$ cat config.mk
export PLATFORM = sky130hd
export DESIGN_NAME = sp_strap_top
export DESIGN_NICKNAME = d
export VERILOG_FILES = /design/src/sp_pkg.sv /design/src/sp_sync2.sv /design/src/sp_strap_top.sv
export VERILOG_INCLUDE_DIRS = /design/src
export SDC_FILE = /design/constraint.sdc
export NUM_CORES = 1
export LEC_CHECK = 0
export BUFFER_PORTS_ARGS = -buffer_cell sky130_fd_sc_hd__buf_2
export CAP_MARGIN = 25
export CORE_UTILIZATION = 48
export CTS_BUF_LIST = sky130_fd_sc_hd__clkbuf_8 sky130_fd_sc_hd__clkbuf_16
export CTS_CLUSTER_SIZE = 12
export DETAILED_ROUTE_END_ITERATION = 6
export GPL_ROUTABILITY_DRIVEN = 0
export PLACE_DENSITY = 0.86
export SETUP_SLACK_MARGIN = 0.5
export SLEW_MARGIN = 20
export SYNTH_ARGS = -nofsm -noshare
export SYNTH_HDL_FRONTEND = slang
export SYNTH_SLANG_ARGS = --single-unit
$ cat constraint.sdc
create_clock -name clock -period 3.08 [get_ports clock]
set_input_delay 0.77 -clock clock [delete_from_list [all_inputs] [get_ports clock]]
set_output_delay 0.77 -clock clock [all_outputs]
set_load 0.05 [all_outputs]
$ cat src/sp_consts.svh
// Constants for the strap sampler: register offsets, field positions, reset values and codes
`ifndef SP_CONSTS_SVH
`define SP_CONSTS_SVH

`define SP_ADDR_W         4
`define SP_OFF_STATUS     4'h0
`define SP_OFF_CONTROL    4'h4
`define SP_OFF_CHARGE     4'h8

`define SP_ST_STRAPS_EN   0
`define SP_ST_SELF_PWR    1
`define SP_ST_CODE_LO     2
`define SP_ST_COMPOUND    4
`define SP_ST_CFG_DONE    5
`define SP_ST_LED_ON      6
`define SP_ST_CFG_SEL_LO  7
`define SP_ST_POWER_LO    16

`define SP_CTL_LOAD_DONE  0

`define SP_CFG_DEFAULT    2'h0
`define SP_CFG_SMBUS      2'h1
`define SP_CFG_BUS_PWR    2'h2
`define SP_CFG_EEPROM     2'h3

`define SP_CODE_RESET     2'h0
`define SP_CHARGE_RESET   32'h0
`define SP_SYNC_STAGES    2

`endif

$ cat src/sp_pkg.sv
// Types shared by the strap sampler files
package sp_pkg;
  typedef logic [1:0] sp_code_type;
  typedef enum logic [1:0] {ST_CAPTURE, ST_WAIT_CFG, ST_RUN} sp_state_type;
endpackage : sp_pkg

$ cat src/sp_sync2.sv
// Two-flop synchroniser for pin inputs
`timescale 1ns/1ps
`default_nettype none
module sp_sync2 #(
  parameter int W = 1
) (
  input  wire logic         clock,
  input  wire logic [W-1:0] d,
  output var  logic [W-1:0] q
);
  // No reset: the chain must already carry the strap levels while reset is held
  logic [W-1:0] meta_q;

  always_ff @(posedge clock) begin
    meta_q <= d;
    q      <= meta_q;
  end
endmodule : sp_sync2
`default_nettype wire

$ cat src/sp_strap_top.sv
// Strap sampler with shared LED pin, self-power sense and port power control
//
// The Avalon-MM register port and the placing of the registers were chosen for this implementation.
`timescale 1ns/1ps
`default_nettype none
`include "sp_consts.svh"

// Functional notes
// RULE1: The status LED is asserted only while the hub is configured and not suspended.
// RULE2: A low self-power detect level means bus powered, a high level means local supply present.
// RULE3: With straps enabled both fixed-port strap bits are captured when reset is released.
// RULE4: Fixed-port code 00 means none fixed, 01 port 1, 10 ports 1-2, 11 ports 1-3 where present.
// RULE5: The LED is active high for codes 00 and 10 and active low for codes 01 and 11.
// RULE6: The LED polarity comes from the strap value captured on the LED pin itself.
// RULE7: A pulled-up strap pin reads as option 1 and a pulled-down one as option 0.
// RULE8: Each charge-enable strap gives 1 when high and 0 when low, per port.
// RULE9: Strap levels set options only when the configuration method enables straps.
// RULE10: Serial-bus and EEPROM configuration methods disable every strap option.
// RULE11: Any fixed port makes the hub report itself as a compound device.
// RULE12: Each charge-enabled port has port power on as soon as configuration completes. Here port_power_out comes on one clock after config_complete rises.
// RULE13: Captured straps hold until the next reset and the shared pins then act only as function pins.
module sp_strap_top #(
  parameter int NUM_PORTS = 4
) (
  input  wire logic                  clock,
  input  wire logic                  rst,
  input  wire logic [3:0]            avs_address,
  input  wire logic                  avs_read,
  input  wire logic                  avs_write,
  input  wire logic [31:0]           avs_writedata,
  output var  logic [31:0]           avs_readdata,
  output var  logic                  avs_waitrequest,
  input  wire sp_pkg::sp_code_type   cfg_sel_pins,
  input  wire logic                  fixed_port_strap_bit0,
  output var  logic                  suspend_indicator_led,
  output var  logic                  suspend_indicator_led_oe,
  input  wire logic                  fixed_port_strap_bit1,
  input  wire logic                  self_power_detect,
  input  wire logic [NUM_PORTS-1:0]  charge_enable_straps,
  output var  logic [NUM_PORTS-1:0]  port_power_out,
  output var  logic [NUM_PORTS-1:0]  port_power_oe,
  input  wire logic                  hub_configured,
  input  wire logic                  hub_suspended,
  input  wire logic [NUM_PORTS-1:0]  port_power_req,
  output var  sp_pkg::sp_code_type   fixed_port_code,
  output var  logic [NUM_PORTS-1:0]  fixed_ports,
  output var  logic                  compound_device,
  output var  logic                  self_powered,
  output var  logic                  config_complete
);
  import sp_pkg::*;

  localparam int SW = NUM_PORTS + 5;

  function automatic logic strap_allowed(input sp_code_type cfg);
    strap_allowed = (cfg == `SP_CFG_DEFAULT) || (cfg == `SP_CFG_BUS_PWR); // see RULE9 see RULE10
  endfunction : strap_allowed

  function automatic logic [NUM_PORTS-1:0] decode_fixed(input sp_code_type code);
    logic [NUM_PORTS-1:0] m;
    m = '0;
    for (int i = 0; i < NUM_PORTS; i++) begin
      // Ports beyond the device's count simply drop out of the mask
      m[i] = (i < 3) && (32'(i) < 32'(code)); // see RULE4
    end
    decode_fixed = m;
  endfunction : decode_fixed

  logic [SW-1:0]        sync_q;
  logic                 b0_s;
  logic                 b1_s;
  logic                 self_s;
  sp_code_type          cfg_s;
  logic [NUM_PORTS-1:0] charge_s;

  sp_sync2 #(.W(SW)) u_sync (
    .clock (clock),
    .d     ({charge_enable_straps, cfg_sel_pins, self_power_detect, fixed_port_strap_bit1, fixed_port_strap_bit0}),
    .q     (sync_q)
  );

  assign b0_s     = sync_q[0];
  assign b1_s     = sync_q[1];
  assign self_s   = sync_q[2];
  assign cfg_s    = sync_q[4:3];
  assign charge_s = sync_q[SW-1:5];

  sp_state_type         state_q,   state_d;
  sp_code_type          code_q,    code_d;
  sp_code_type          cfgm_q,    cfgm_d;
  logic                 sen_q,     sen_d;
  logic [NUM_PORTS-1:0] chs_q,     chs_d;
  logic [NUM_PORTS-1:0] fixm_q,    fixm_d;
  logic                 led_q,     led_d;
  logic                 led_oe_q,  led_oe_d;
  logic [NUM_PORTS-1:0] pwr_q,     pwr_d;
  logic [NUM_PORTS-1:0] pwr_oe_q,  pwr_oe_d;
  logic                 comp_q,    comp_d;
  logic                 selfp_q,   selfp_d;
  logic                 done_q,    done_d;
  logic                 load_q,    load_d;
  logic [NUM_PORTS-1:0] chreg_q,   chreg_d;
  logic                 wait_q,    wait_d;
  logic [31:0]          rdata_q,   rdata_d;
  logic [NUM_PORTS-1:0] charge_eff;
  logic                 led_on;

  assign led_on     = hub_configured & ~hub_suspended; // see RULE1
  // Serial methods take charge enables from software, strap methods from the pins
  assign charge_eff = sen_q ? chs_q : chreg_q; // see RULE10

  // Strap capture and pin functions
  always_comb begin
    state_d  = state_q;
    code_d   = code_q;
    cfgm_d   = cfgm_q;
    sen_d    = sen_q;
    chs_d    = chs_q;
    unique case (state_q)
      ST_CAPTURE: begin
        cfgm_d  = cfg_s;
        sen_d   = strap_allowed(cfg_s); // see RULE9
        // High pin level is option 1, low is 0; ignored unless straps are on
        code_d  = sen_d ? {b1_s, b0_s} : `SP_CODE_RESET; // see RULE3 see RULE7 see RULE10
        chs_d   = sen_d ? charge_s : '0; // see RULE8
        state_d = sen_d ? ST_RUN : ST_WAIT_CFG;
      end
      ST_WAIT_CFG: begin
        if (load_q) begin
          state_d = ST_RUN;
        end
      end
      ST_RUN: begin
        state_d = ST_RUN; // see RULE13
      end
    endcase
    fixm_d   = decode_fixed(code_d); // see RULE4
    comp_d   = |code_d; // see RULE11
    // Pin 0 polarity follows its own captured level
    led_d    = led_on ^ code_q[0]; // see RULE5 see RULE6
    led_oe_d = (state_q != ST_CAPTURE); // see RULE13
    pwr_d    = (state_q == ST_RUN) ? (charge_eff | port_power_req) : '0; // see RULE12
    pwr_oe_d = (state_q != ST_CAPTURE) ? '1 : '0;
    selfp_d  = self_s; // see RULE2
    done_d   = (state_d == ST_RUN);
  end

  always_ff @(posedge clock) begin
    if (rst) begin
      state_q  <= ST_CAPTURE;
      code_q   <= `SP_CODE_RESET;
      cfgm_q   <= `SP_CFG_DEFAULT;
      sen_q    <= 1'b0;
      chs_q    <= '0;
      fixm_q   <= '0;
      led_q    <= 1'b0;
      led_oe_q <= 1'b0;
      pwr_q    <= '0;
      pwr_oe_q <= '0;
      comp_q   <= 1'b0;
      selfp_q  <= 1'b0;
      done_q   <= 1'b0;
    end else begin
      state_q  <= state_d;
      code_q   <= code_d;
      cfgm_q   <= cfgm_d;
      sen_q    <= sen_d;
      chs_q    <= chs_d;
      fixm_q   <= fixm_d;
      led_q    <= led_d;
      led_oe_q <= led_oe_d;
      pwr_q    <= pwr_d;
      pwr_oe_q <= pwr_oe_d;
      comp_q   <= comp_d;
      selfp_q  <= selfp_d;
      done_q   <= done_d;
    end
  end

  // Avalon slave: every access waits exactly one cycle, which keeps read data registered
  always_comb begin
    wait_d  = 1'b1;
    rdata_d = rdata_q;
    load_d  = load_q;
    chreg_d = chreg_q;
    if ((avs_read || avs_write) && wait_q) begin
      wait_d  = 1'b0;
      rdata_d = '0;
      unique case (avs_address)
        `SP_OFF_STATUS: begin
          rdata_d[`SP_ST_STRAPS_EN]                    = sen_q;
          rdata_d[`SP_ST_SELF_PWR]                     = selfp_q;
          rdata_d[`SP_ST_CODE_LO +: 2]                 = code_q;
          rdata_d[`SP_ST_COMPOUND]                     = comp_q;
          rdata_d[`SP_ST_CFG_DONE]                     = done_q;
          rdata_d[`SP_ST_LED_ON]                       = led_on;
          rdata_d[`SP_ST_CFG_SEL_LO +: 2]              = cfgm_q;
          rdata_d[`SP_ST_POWER_LO +: NUM_PORTS]        = pwr_q;
        end
        `SP_OFF_CONTROL: rdata_d[`SP_CTL_LOAD_DONE] = load_q;
        `SP_OFF_CHARGE:  rdata_d[NUM_PORTS-1:0]      = chreg_q;
        default:         rdata_d = '0;
      endcase
    end
    if (avs_write && !wait_q) begin
      // Load-done is write-one-to-set and holds to reset
      if (avs_address == `SP_OFF_CONTROL && avs_writedata[`SP_CTL_LOAD_DONE]) begin
        load_d = 1'b1;
      end
      if (avs_address == `SP_OFF_CHARGE) begin
        chreg_d = avs_writedata[NUM_PORTS-1:0];
      end
    end
  end

  always_ff @(posedge clock) begin
    if (rst) begin
      wait_q  <= 1'b1;
      rdata_q <= '0;
      load_q  <= 1'b0;
      chreg_q <= NUM_PORTS'(`SP_CHARGE_RESET);
    end else begin
      wait_q  <= wait_d;
      rdata_q <= rdata_d;
      load_q  <= load_d;
      chreg_q <= chreg_d;
    end
  end

  assign avs_readdata             = rdata_q;
  assign avs_waitrequest          = wait_q;
  assign suspend_indicator_led    = led_q;
  assign suspend_indicator_led_oe = led_oe_q;
  assign port_power_out           = pwr_q;
  assign port_power_oe            = pwr_oe_q;
  assign fixed_port_code          = code_q;
  assign fixed_ports              = fixm_q;
  assign compound_device          = comp_q;
  assign self_powered             = selfp_q;
  assign config_complete          = done_q;
endmodule : sp_strap_top
`default_nettype wire

==> run metrics <==
Setup CP Type=register to output port; max incr delay on CP=400 ps; diode count=0; worst-skew pair later-pin latency=340 ps; Synth cell types=33; PwrDens=729.2 nW/um^2; # fillers=372; initial antenna violation count=0; Final Hold Violating Endpoints=0; placed instance count=309; Die Y=68.65 um; Critical Path RT=2310 ps; switch share=30.43%; hold buffer count at CTS=0; gr ovfl total=0; vias=about 1,600; number of setup violations in the final report=0; Max IR drop VDD=473.1 uV; Flop pwr share=44.6%; clk slew on worst S/H paths=60 ps; Die ar.=approximately 4700 sq um; Final Cycle Share=58.55%; Routed WL=roughly 3900 um; P&R area growth vs syn=18.84%; Max FO, Critical Path=4; Gate power share=17.4%; IO Count=107; CP top delay family=flip-flops; sequential cell area fraction in the yosys report=a little over half; post-CTS sizing=0; starting density of the core=51.45%; Post-CTS Setup Inserts=0; HP Class=register to register; Psw=0.5622 mW; nets=328; average size of a mapped cell=9.871 sq um; # rows=23; critical path launch point type=register; Max Cap Viol=0; final slew viol count=0; Clock Sinks=58; status=complete, no violations; drt pass-1 iters=4; leakage=1.142 nW; largest net degree at the start of global routing=36; post-DP HPWL=2700 um; DRC Markers=0; Die X=68.65 um; slowest CP cell=dfxtp_1; Mapped Cells=216; Clock Tree Root=clkbuf_8; netlist area before placement=between 2000 and 2500 sq um; CP endpoint kind=output port; Worst Max-Slew Pin Slew=approximately 600 ps; CP bufs+invs=1; vias in the first global route=1,386; crit path DAT=~1000 ps; first-pass GRT wire length=6320 um; synth warn=0; Core Region=between 4000 and 5000 sq um; cts bufs inserted=9; clock network power share=38.1%; Post-Route Setup TNS=0 ps; Max-slew headroom=60.15%; drt first-iter violations=109; smallest hold slack=325.8 ps; cell-internal power=1.285 mW; Yosys reg bits=58; input/output buffers=58; fmax=about 0.55 GHz; CTS tree=built; drt wl/cell=approximately 12 um; Max clock buf depth=2; clock period minus worst slack=~1800 ps; Final ANT Viol Nets=0; clock skew=5.347 ps; Total Routing Usage GR=about 20%; RSZ-0062 raised after global routing=false; vias per std cell=slightly below 5; critical path, cell by cell=buf_2; H-tree depth reported by CTS=3; Cell Count, Final, Fillers Out=~330; share of cells above drive strength 1=30.18%
[path summary, 6_finish.rpt]
kind / to / depth (start not counted) / slack (ps) / start
setup / recovery: fixed_port_code[0] / 1 / 1280 / fixed_port_code[0]$_SDFF_PP0_
hold / removal: u_sync.q[8]$_DFF_P_ / 0 / 330 / u_sync.meta_q[8]$_DFF_P_
setup reg to reg: compound_device$_SDFF_PP0_ / 5 / 1510 / state_q[1]$_SDFF_PP0_
hold reg to reg: u_sync.q[8]$_DFF_P_ / 0 / 330 / u_sync.meta_q[8]$_DFF_P_
[power groups by stage]
stage                     clock [mW]  sequential, mW  combinational [mW]
after floorplan                    0           0.891               0.231
after global placement             0           0.838               0.315
after detailed placement           0           0.839               0.318
after CTS                      0.718           0.824               0.320
after global routing           0.765           0.829               0.344
final                          0.703           0.824               0.321
[logic make-up (layout without fill, tap and decap cells)]
logic type | Yosys count | count (layout) | share of synthesized area [%]
flip-flops | 58 | 58 | 54.46
buffers and inverters | 40 | 80 | 11.85
other | 1 | 20 | 0.1759
adder cells (fa/ha/maj) | 3 | 3 | 1.761
multiplexers | 6 | 6 | 3.052
AO/OA/AOI/OAI | 39 | 39 | 10.97
XOR/XNOR | 1 | 1 | 0.4109
AND/OR/NAND/NOR | 68 | 68 | 17.31
[sequential cells by signal (all words and copies together) (netlist names)]
register               count
avs_waitrequest            1
fixed_port_code            1
avs_readdata              13
cfgm_q                     2
chs_q                      4
config_complete            1
compound_device            1
state_q                    2
u_sync.meta_q              9
self_powered               1
u_sync.q                   9
fixed_ports                2
sen_q                      1
port_power_out             4
suspend_indicator_led      1
load_q                     1
chreg_q                    4
port_power_oe              1
[metal layers]
metal / global-route usage, % / share of wire (%) / vias up
li1: - / - / 794
met1: 22.94 / 44 / 697
met2: 30.15 / 47 / 64
met3: 8.388 / 7.0 / 12
met4: 10.68 / 2.2 / 0
met5: 0 / 0 / -
[synthesized netlist by cell type, drive strengths merged]
cell | number | area [sq um]
dfxtp | 58 | 1161
buf | 30 | 215.2
a21oi | 18 | 90.09
nor2 | 17 | 63.81
nand3 | 16 | 80.08
nand2 | 12 | 45.04
nor2b | 9 | 56.30
o21ai | 7 | 35.03
a22oi | 5 | 37.54
clkbuf | 5 | 18.77
inv | 5 | 18.77
nand2b | 5 | 31.28
a211oi | 4 | 30.03
mux2 | 4 | 45.04
ha | 3 | 37.54
nor3 | 3 | 20.02
mux2i | 2 | 20.02
a21o | 1 | 7.510
a221oi | 1 | 8.760
a311oi | 1 | 8.760
a41oi | 1 | 8.760
and2 | 1 | 6.260
conb | 1 | 3.750
nand3b | 1 | 7.510
nand4b | 1 | 8.760
nor4 | 1 | 21.27
nor4b | 1 | 15.01
o21a | 1 | 7.510
or4b | 1 | 13.76
xnor2 | 1 | 8.760
[cell usage in the layout (no fill, tap or decap), drive strengths merged]
cell      synthesis  routed
a211oi            4       4
clkinvlp          0       1
bufinv            0       1
mux2              4       4
buf              30      59
clkbuf            5      11
a22oi             5       5
and2              1       1
nand2            12      12
o21a              1       1
mux2i             2       2
inv               5       5
nand2b            5       5
a41oi             1       1
a311oi            1       1
nor4b             1       1
clkinv            0       3
nand3            16      16
xnor2             1       1
a21oi            18      18
a21o              1       1
o21ai             7       7
ha                3       3
nor3              3       3
nand3b            1       1
nand4b            1       1
nor2             17      17
a221oi            1       1
nor4              1       1
or4b              1       1
dfxtp            58      58
nor2b             9       9
conb              1      20
[stage by stage]
step                instance area [sq um]  util (%)  total power, mW  setup WS [ps]
finish                               2534     61.14            1.848           1277
global route                         2534     61.14            1.938           1204
CTS                                  2534     61.14            1.862           1260
detailed placement                   2330     56.22            1.158           1176
global placement                     2330     56.22            1.153           1239
floorplan                            2203         -            1.123           1346
[area by class of cell]
cell class / instances / area [sq um] / share of cell area, %
Sequential cell: 58 / 1161 / 45.83
Multi-Input combinational cell: 137 / 789.5 / 31.16
Timing Repair Buffer: 59 / 297.8 / 11.75
Clock buffer: 11 / 151.4 / 5.975
Tap cell: 50 / 62.56 / 2.469
Clock inverter: 5 / 52.55 / 2.074
Inverter: 5 / 18.77 / 0.7407
No activity file was read; power rests on OpenSTA's default activity.
